$ cat config.mk
export PLATFORM = sky130hd
export DESIGN_NAME = sic_ctrl
export DESIGN_NICKNAME = d
export VERILOG_FILES = /design/src/core/sic_pkg.sv /design/src/core/sic_ctrl.sv
export VERILOG_INCLUDE_DIRS = /design/src /design/src/core
export SDC_FILE = /design/constraint.sdc
export NUM_CORES = 1
export LEC_CHECK = 0
export BUFFER_PORTS_ARGS = -buffer_cell sky130_fd_sc_hd__buf_2
export CAP_MARGIN = 15
export CORE_MARGIN = 4
export CORE_UTILIZATION = 33
export DETAILED_ROUTE_END_ITERATION = 7
export PLACE_DENSITY_LB_ADDON = 0.08
export SYNTH_ARGS = -nofsm -noshare
export SYNTH_HDL_FRONTEND = slang
export SYNTH_SLANG_ARGS = --single-unit
export TNS_END_PERCENT = 30
$ cat constraint.sdc
create_clock -name ref_clk -period 3.4 [get_ports ref_clk]
set_input_delay 0.68 -clock ref_clk [delete_from_list [all_inputs] [get_ports ref_clk]]
set_output_delay 0.68 -clock ref_clk [all_outputs]
set_load 0.03 [all_outputs]
$ cat src/core/sic_map.svh
/*
 * Register offsets, field positions, reset values and timing counts of the
 * switching unit's interrupt and operation mode logic.
 * Assumes a 50 MHz reference clock and a five-bit register address.
 */
`ifndef SIC_MAP_SVH
`define SIC_MAP_SVH

`define SIC_ADDR_W 5
`define SIC_STATUS_OFS 5'h0e
`define SIC_MASK_OFS 5'h0e
`define SIC_MODE_OFS 5'h0f
`define SIC_BANK_ADDR_BIT 4

`define SIC_STATUS_RST 8'h00
`define SIC_MASK_RST 8'h00
`define SIC_MODE_RST 8'h00

`define SIC_BIT_TIN 7
`define SIC_BIT_SIG 6
`define SIC_BIT_MON 5
`define SIC_BIT_ACT 4
`define SIC_BIT_PFR 3
`define SIC_BIT_MIS 2
`define SIC_BIT_WIN 1
`define SIC_BIT_OVF 0

`define SIC_MODE_OMS_HI 7
`define SIC_MODE_OMS_LO 6
`define SIC_MODE_PSB 5
`define SIC_MODE_PTL 4
`define SIC_MODE_COS 3
`define SIC_MODE_MONITOR_PROTOCOL_SELECT 2
`define SIC_MODE_CSB 1
`define SIC_MODE_RBS 0

// Access times in half reference clock cycles, as printed
`define SIC_RESET_HALF 12'd512
`define SIC_INIT_HALF 12'd5
`define SIC_NORM_HALF 12'd19
`define SIC_TRI_HALF 12'd2070
`define SIC_TEST_HALF 13'd4114
// Cycles: odd times (init, normal) round down, at least one cycle
`define SIC_RESET_CYC 12'((`SIC_RESET_HALF) / 2)
`define SIC_INIT_CYC 12'((`SIC_INIT_HALF) / 2)
`define SIC_NORM_CYC 12'((`SIC_NORM_HALF) / 2)
`define SIC_TRI_CYC 12'((`SIC_TRI_HALF) / 2)
`define SIC_TEST_CYC 12'((`SIC_TEST_HALF) / 2)
// Interrupt output held inactive after a mask write made while an unmasked flag is set
`define SIC_GAP_CYC 2'd2
`define SIC_CLEAR_CMD_HI 4'h7

`endif

$ cat src/core/sic_pkg.sv
/*
 * Types of the switching unit's interrupt and operation mode logic.
 * Assumes sic_map.svh supplies the numbers.
 */
`default_nettype none
package sic_pkg;
    typedef enum logic [1:0] {
        SIC_CM_RESET = 2'b00,
        SIC_TEST = 2'b01,
        SIC_CM_INIT = 2'b10,
        SIC_NORMAL = 2'b11
    } sic_mode_t;

    typedef enum logic [1:0] {
        SIC_IDLE = 2'b00,
        SIC_BUSY = 2'b01
    } sic_acc_t;
endpackage
`default_nettype wire

$ cat src/core/sic_ctrl.sv
/*
 * Interrupt status, mask and operation mode registers of the switching unit,
 * with the control memory access timer and the pin drive controls.
 * Assumes event inputs are one-cycle pulses or levels from logic on ref_clk;
 * pin inputs (framing, receive data) are synchronised here.
 */
`include "sic_map.svh"
`default_nettype none
module sic_ctrl (
    input wire logic ref_clk,
    input wire logic srst,
    input wire logic clk_en,
    input wire logic [4:0] addr,
    input wire logic rd_stb,
    input wire logic wr_stb,
    input wire logic [7:0] wr_data,
    output logic [7:0] rd_data,
    output logic irq_n,
    input wire logic timer_expired,
    input wire logic timer_irq_req,
    input wire logic change_fifo_nonempty,
    input wire logic monitor_cmd_done,
    input wire logic monitor_active_found,
    input wire logic pcm_sync_status_pin,
    input wire logic mismatch_detect,
    input wire logic mismatch_detail_read,
    input wire logic window_open,
    input wire logic sync_chan_enabled,
    input wire logic window_missed,
    input wire logic mem_access_start,
    input wire logic mem_tristate_fill,
    input wire logic [3:0] mem_cmd_hi,
    input wire logic [3:0] txd,
    input wire logic [3:0] rxd_pin,
    output logic [3:0] rxd_int,
    output logic mem_busy,
    output logic mem_all_locations,
    output logic mem_clear_codes,
    output logic if_operational,
    output logic pcm_tx_oe,
    output logic tristate_ctrl_force_high,
    output logic cfi_oe,
    output logic cfi_open_drain,
    output logic monitor_handshake_en,
    output logic bank_sel_hi
);
    typedef struct packed {
        logic [7:0] status;
        logic [7:0] mask;
        logic [7:0] mode;
        logic [7:0] rd_data;
        logic irq_n;
        logic [1:0] gap;
        logic mis_armed;
        logic pss_s1;
        logic pss_s2;
        logic pss_d;
        logic [3:0] rx_s1;
        logic [3:0] rx_s2;
        logic [3:0] rxd_int;
        sic_pkg::sic_acc_t acc;
        logic [11:0] cnt;
        logic mem_all;
        logic mem_clr;
        logic if_op;
        logic pcm_oe;
        logic tsc_hi;
        logic cfi_oe;
        logic cfi_od;
        logic hs_en;
        logic bank;
    } sic_state_t;

    sic_state_t cur_ff;
    sic_state_t nxt_s;
    logic [7:0] ev;
    logic [4:0] eff_addr;
    logic st_rd;
    logic [7:0] nxt_status;
    logic [7:0] nxt_mask;
    sic_pkg::sic_mode_t md;

    function automatic logic [11:0] acc_cycles(input logic [1:0] m,
                                               input logic fill);
        logic [11:0] c;
        c = `SIC_NORM_CYC;
        unique case (m)
            2'b00: c = `SIC_RESET_CYC;
            2'b01: c = `SIC_TEST_CYC;
            2'b10: c = `SIC_INIT_CYC;
            2'b11: c = fill ? `SIC_TRI_CYC : `SIC_NORM_CYC;
        endcase
        return c;
    endfunction

    assign md = sic_pkg::sic_mode_t'(cur_ff.mode[7:6]);

    always_comb begin
        nxt_s = cur_ff;
        eff_addr = addr;
        eff_addr[`SIC_BANK_ADDR_BIT] = addr[`SIC_BANK_ADDR_BIT] |
            cur_ff.mode[`SIC_MODE_RBS];
        st_rd = rd_stb && eff_addr == `SIC_STATUS_OFS;
        ev = 8'h00;
        ev[`SIC_BIT_TIN] = timer_expired && timer_irq_req;
        ev[`SIC_BIT_MON] = monitor_cmd_done;
        ev[`SIC_BIT_ACT] = monitor_active_found;
        ev[`SIC_BIT_PFR] = cur_ff.pss_s2 != cur_ff.pss_d;
        ev[`SIC_BIT_MIS] = mismatch_detect && cur_ff.mis_armed;
        ev[`SIC_BIT_WIN] = window_open && sync_chan_enabled;
        ev[`SIC_BIT_OVF] = window_missed;
        nxt_s.pss_s1 = pcm_sync_status_pin;
        nxt_s.pss_s2 = cur_ff.pss_s1;
        nxt_s.pss_d = cur_ff.pss_s2;
        if (ev[`SIC_BIT_MIS])
            nxt_s.mis_armed = 1'b0;
        else if (mismatch_detail_read)
            nxt_s.mis_armed = 1'b1;
        // Read clears only the visible unmasked bits; set wins over clear
        nxt_status = cur_ff.status;
        if (st_rd)
            nxt_status = cur_ff.status & cur_ff.mask;
        nxt_status = nxt_status | ev;
        nxt_status[`SIC_BIT_SIG] = change_fifo_nonempty;
        nxt_s.status = nxt_status;
        nxt_mask = cur_ff.mask;
        nxt_s.rd_data = 8'h00;
        if (st_rd) begin
            nxt_s.rd_data = cur_ff.status & ~cur_ff.mask;
            nxt_s.rd_data[`SIC_BIT_SIG] = cur_ff.status[`SIC_BIT_SIG];
        end else if (rd_stb && eff_addr == `SIC_MODE_OFS) begin
            nxt_s.rd_data = cur_ff.mode;
        end
        nxt_s.gap = (cur_ff.gap != 2'd0) ? cur_ff.gap - 2'd1 : 2'd0;
        if (wr_stb && eff_addr == `SIC_MASK_OFS) begin
            nxt_mask = wr_data;
            if (|(cur_ff.status & ~cur_ff.mask))
                nxt_s.gap = `SIC_GAP_CYC;
        end
        nxt_s.mask = nxt_mask;
        if (wr_stb && eff_addr == `SIC_MODE_OFS)
            nxt_s.mode = wr_data;
        nxt_s.irq_n = !((|(nxt_status & ~nxt_mask &
            ~(8'h01 << `SIC_BIT_SIG))) ||
            (nxt_status[`SIC_BIT_SIG] && !nxt_mask[`SIC_BIT_SIG])) ||
            nxt_s.gap != 2'd0;
        nxt_s.rx_s1 = rxd_pin;
        nxt_s.rx_s2 = cur_ff.rx_s1;
        nxt_s.rxd_int = cur_ff.mode[`SIC_MODE_PTL] ? txd : cur_ff.rx_s2;
        unique case (cur_ff.acc)
            sic_pkg::SIC_IDLE: begin
                if (mem_access_start) begin
                    nxt_s.acc = sic_pkg::SIC_BUSY;
                    nxt_s.cnt = acc_cycles(cur_ff.mode[7:6],
                        mem_tristate_fill);
                    nxt_s.mem_all = md == sic_pkg::SIC_TEST ||
                        md == sic_pkg::SIC_CM_RESET;
                    nxt_s.mem_clr = md == sic_pkg::SIC_CM_RESET &&
                        mem_cmd_hi == `SIC_CLEAR_CMD_HI;
                end
            end
            sic_pkg::SIC_BUSY: begin
                nxt_s.cnt = cur_ff.cnt - 12'd1;
                if (cur_ff.cnt <= 12'd1) begin
                    nxt_s.acc = sic_pkg::SIC_IDLE;
                    nxt_s.mem_all = 1'b0;
                    nxt_s.mem_clr = 1'b0;
                end
            end
            default: nxt_s.acc = sic_pkg::SIC_IDLE;
        endcase
        nxt_s.if_op = cur_ff.mode[7:6] == 2'b11 ||
            cur_ff.mode[7:6] == 2'b01;
        nxt_s.pcm_oe = nxt_s.if_op && cur_ff.mode[`SIC_MODE_PSB];
        nxt_s.tsc_hi = !cur_ff.mode[`SIC_MODE_PSB];
        nxt_s.cfi_oe = nxt_s.if_op && cur_ff.mode[`SIC_MODE_CSB];
        nxt_s.cfi_od = cur_ff.mode[`SIC_MODE_COS];
        nxt_s.hs_en = cur_ff.mode[`SIC_MODE_MONITOR_PROTOCOL_SELECT];
        nxt_s.bank = cur_ff.mode[`SIC_MODE_RBS];
    end

    always_ff @(posedge ref_clk) begin
        if (srst) begin
            cur_ff <= '0;
            cur_ff.status <= `SIC_STATUS_RST;
            cur_ff.mask <= `SIC_MASK_RST;
            cur_ff.mode <= `SIC_MODE_RST;
            cur_ff.irq_n <= 1'b1;
            cur_ff.mis_armed <= 1'b1;
            cur_ff.tsc_hi <= 1'b1;
        end else if (clk_en) begin
            cur_ff <= nxt_s;
        end
    end

    assign rd_data = cur_ff.rd_data;
    assign irq_n = cur_ff.irq_n;
    assign rxd_int = cur_ff.rxd_int;
    assign mem_busy = cur_ff.acc[0];
    assign mem_all_locations = cur_ff.mem_all;
    assign mem_clear_codes = cur_ff.mem_clr;
    assign if_operational = cur_ff.if_op;
    assign pcm_tx_oe = cur_ff.pcm_oe;
    assign tristate_ctrl_force_high = cur_ff.tsc_hi;
    assign cfi_oe = cur_ff.cfi_oe;
    assign cfi_open_drain = cur_ff.cfi_od;
    assign monitor_handshake_en = cur_ff.hs_en;
    assign bank_sel_hi = cur_ff.bank;
endmodule
`default_nettype wire

==> results.json <==
{
  "setup.worst_path.start_class": "input port",
  "power.share.clock_pct": 39.3,
  "timing.hold.worst.class": "reg -> reg",
  "die-height_um": 112,
  "via_count_of_the_first_global_routing_pass": 2983,
  "yosys-top-cells-area": "dfxtp_1 41%, mux2i_1 12%, nor2_1 8.2%",
  "tcrit_tclk_final_pct": 66.6,
  "setup_viol_count_final": 0,
  "finish.instance_area_um2": 4120,
  "clk_pin_slew_worst_paths_ns": 0.09,
  "finClkSkew_ns": 0.0134,
  "placed_wire_length_estimate_um": 6680,
  "comb_power_share_pct": 13.6,
  "yosys.area.top_type_share_pct": 41.1,
  "irDropWorstVdd_mv": 0.178,
  "placedInstanceArea_um2": 3900,
  "fillerInstances": 1106,
  "synth_cells": 417,
  "hold_buffers": 0,
  "vias": 3100,
  "hold_path.startpoint": "pcm_tx_oe$_SDFFE_PP0P_",
  "min_delay_worst_endpoint": "pcm_tx_oe$_SDFFE_PP0P_",
  "grt_pass1_wl_um": 15700,
  "cpMaxStageDelayCell": "nor4b_2",
  "largest_register_ffs": 50,
  "die_x_um": 112,
  "worstPathCellList": "buf_2, nor4b_2, nand2_1, a221oi_1, nand4bb_1, o31ai_2",
  "post_drt_via_cell_ratio": 5.15,
  "cts_setup_buffers": 0,
  "routedWlPerCell_um": 15.9,
  "critical_path_class": "in -> reg",
  "post_cts_resize_count": 0,
  "syn-mean-instance-area_um2": 8.53,
  "critPathArrivalTime_ns": 2.48,
  "tightestPinTransition_ns": 0.728,
  "rrSetupSlack_ns": 1.34,
  "period_needed_ns": 2.27,
  "timing.setup.tns_ns": 0,
  "fmaxAchievable_mhz": 441,
  "root_buffer": "clkbuf_8",
  "critical-path-max-stage-delay_ns": 0.63,
  "drt-total-wl_um": 9590,
  "rr_worst_depth": 5,
  "total_leakage_power_uw": 0.00176,
  "max_cap_violations": 0,
  "tritoncts": "done",
  "gpl.final_weighted_congestion": 0.855,
  "initial_antenna_violation_count": 0,
  "placementRows": 37,
  "insertedDiodeCount": 0,
  "internal_power_uw": 1400,
  "yosys_most_used_dff": "dfxtp_1",
  "io-pin-count": 66,
  "crit_required_ns": 3.62,
  "total_switching_power_uw": 534,
  "r2r-start": "cur_ff[50]$_SDFFE_PP0P_",
  "finalHoldViolCount": 0,
  "cellPowerDensity_nw_per_um2": 471,
  "synth_edf_count": 0,
  "setup_repair_after_global_routing_missed_its_margin": "no",
  "outcome": "finished clean",
  "grt_remaining_overflow": 0,
  "max_slew_margin_pct": 51.4,
  "worstHoldPathCells": 2,
  "largest_net_degree_at_the_start_of_global_routing": 46,
  "reg_to_reg_end": "irq_n$_SDFFE_PP1P_",
  "top_register": "cur_ff",
  "slew_violations": 0,
  "post_route_cells_drive_above_1_share_pct": 19.7,
  "synthDistinctLibCells": 57,
  "yosys_warnings": 0,
  "detailedRoute.firstIterationViolations": 186,
  "syn-cell-area_um2": 3560,
  "syn_to_final_growth_pct": 15.7,
  "synth_fp_nets": 462,
  "postSynth.asyncResetShare_pct": 0,
  "core_um2": 10400,
  "netSwitchingFraction_pct": 27.6,
  "ys_ff_latch": 73,
  "cts_sinks": 73,
  "crit_path_end_kind": "flop",
  "dieArea_um2": 12500,
  "clock_tree.buffer_depth": 2,
  "nets": 506,
  "initial_utilization_pct": 34.2,
  "synth_top_cell_by_area": "dfxtp_1",
  "grt_util_all_layers_pct": 15.3,
  "clock_latency_ns": 0.35,
  "pwr-share-seq_pct": 47.1,
  "count_of_unresolved_drc_violations_after_routing": 0,
  "synth_seq_area_share_pct": 41.1,
  "crit_fanout": 21,
  "drt_pre_antenna_iters": 5,
  "htree_levels": 3,
  "cts_inserted_buffers": 9,
  "ant_nets": 0,
  "port-buffer-count": 65
}
cell families after synthesis:
kind of cell | share of synthesized area [%]
XOR/XNOR | 0.246
AND/OR/NAND/NOR | 22.4
adder cells (fa/ha/maj) | 0.703
multiplexers | 12.5
buffers and inverters | 6.05
flip-flops | 41.1
AO/OA/AOI/OAI | 17.0
synth_stat cells, drive strengths merged, types with 2 or more instances:
master,instances
nand4,2
nor3,12
clkbuf,21
dfxtp,73
nor2,78
nand2b,8
o41ai,2
mux2i,41
o31ai,9
a31oi,7
nor4b,3
buf,14
a221oi,4
o21ai,7
and3,6
a41oi,2
a22oi,7
nand2,22
a311oi,4
inv,10
nand3,9
or3,2
nor2b,6
or4b,2
o211ai,3
mux2,3
a21o,3
nor4,3
a2bb2oi,2
a21oi,29
a211oi,5
ha,2
power groups by stage:
stage	clock [uW]	combinational [uW]	sequential [uW]
detailed placement	0	263	933
CTS	786	264	913
floorplan	0	183	928
global placement	0	262	933
global route	822	292	919
finish	760	264	913
layer usage:
| metal | vias to the layer above | part of all wire (%) | GRT usage [%] |
|---|---|---|---|
| li1 | 1576 | - | - |
| met1 | 1443 | 53 | 23.3 |
| met2 | 69 | 42 | 21.2 |
| met3 | 12 | 4.1 | 3.64 |
| met4 | 0 | 1.3 | 4.54 |
| met5 | - | 0 | 0 |
final cells by class:
| class | count | area [um2] | share of cell area (%) |
|---|---|---|---|
| multi-input cells | 299 | 1880 | 45.7 |
| flip-flops and latches | 73 | 1460 | 35.5 |
| well taps | 136 | 170 | 4.13 |
| clock inverters | 7 | 95.1 | 2.31 |
| clock buffers | 9 | 124 | 3.01 |
| repair buffers | 68 | 348 | 8.45 |
| inverters | 10 | 37.5 | 0.912 |
stage by stage:
| stage | setup slack [ns] | cells | util (%) | hold WS [ns] | power [uW] |
|---|---|---|---|---|---|
| finish | 1.13 | 602 | 39.5 | 0.460 | 1940 |
| global route | 1.01 | 602 | 39.5 | 0.491 | 2030 |
| CTS | 1.16 | 602 | 39.5 | 0.463 | 1960 |
| detailed placement | 0.797 | 586 | 37.4 | 0.451 | 1200 |
| global placement | 0.964 | 586 | 37.4 | 0.448 | 1190 |
| floorplan | 1.31 | 417 | - | 0.440 | 1110 |
cell usage in the layout (no fill, tap or decap), types with 3 or more instances in the layout:
cell	netlist	routed
nor2_1	78	78
dfxtp_1	73	73
buf_2	1	65
mux2i_1	41	41
a21oi_1	29	29
nand2_1	21	21
nor3_1	11	11
inv_1	9	9
nand3_1	9	9
clkbuf_8	0	9
nand2b_1	8	8
o31ai_1	8	8
a31oi_1	7	7
a22oi_1	7	7
and3_1	6	6
nor2b_1	6	6
o21ai_1	5	5
a211oi_1	5	5
a221oi_1	4	4
a311oi_1	4	4
o211ai_1	3	3
nor4_1	3	3
a21o_1	3	3
mux2_1	3	3
buf_4	12	3
worst max-delay path, delay by kind of cell:
| family | cells | cell delay, ns |
|---|---|---|
| compound gates | 2 | 0.40 |
| simple gates | 3 | 1.14 |
| buf+inv | 1 | 0.25 |
worst max path at each step:
stage | from | endpoint | slack [ns] | cells after the start
finish | addr[0] | irq_n$_SDFFE_PP1P_ | 1.13 | 6
global route | addr[0] | irq_n$_SDFFE_PP1P_ | 1.01 | 6
CTS | addr[0] | irq_n$_SDFFE_PP1P_ | 1.16 | 6
detailed placement | addr[0] | irq_n$_SDFFE_PP1P_ | 0.80 | 6
global placement | addr[0] | irq_n$_SDFFE_PP1P_ | 0.96 | 6
floorplan | addr[0] | cur_ff[58]$_SDFFE_PP0P_ | 1.31 | 6
(Power assumes the default switching activity.)
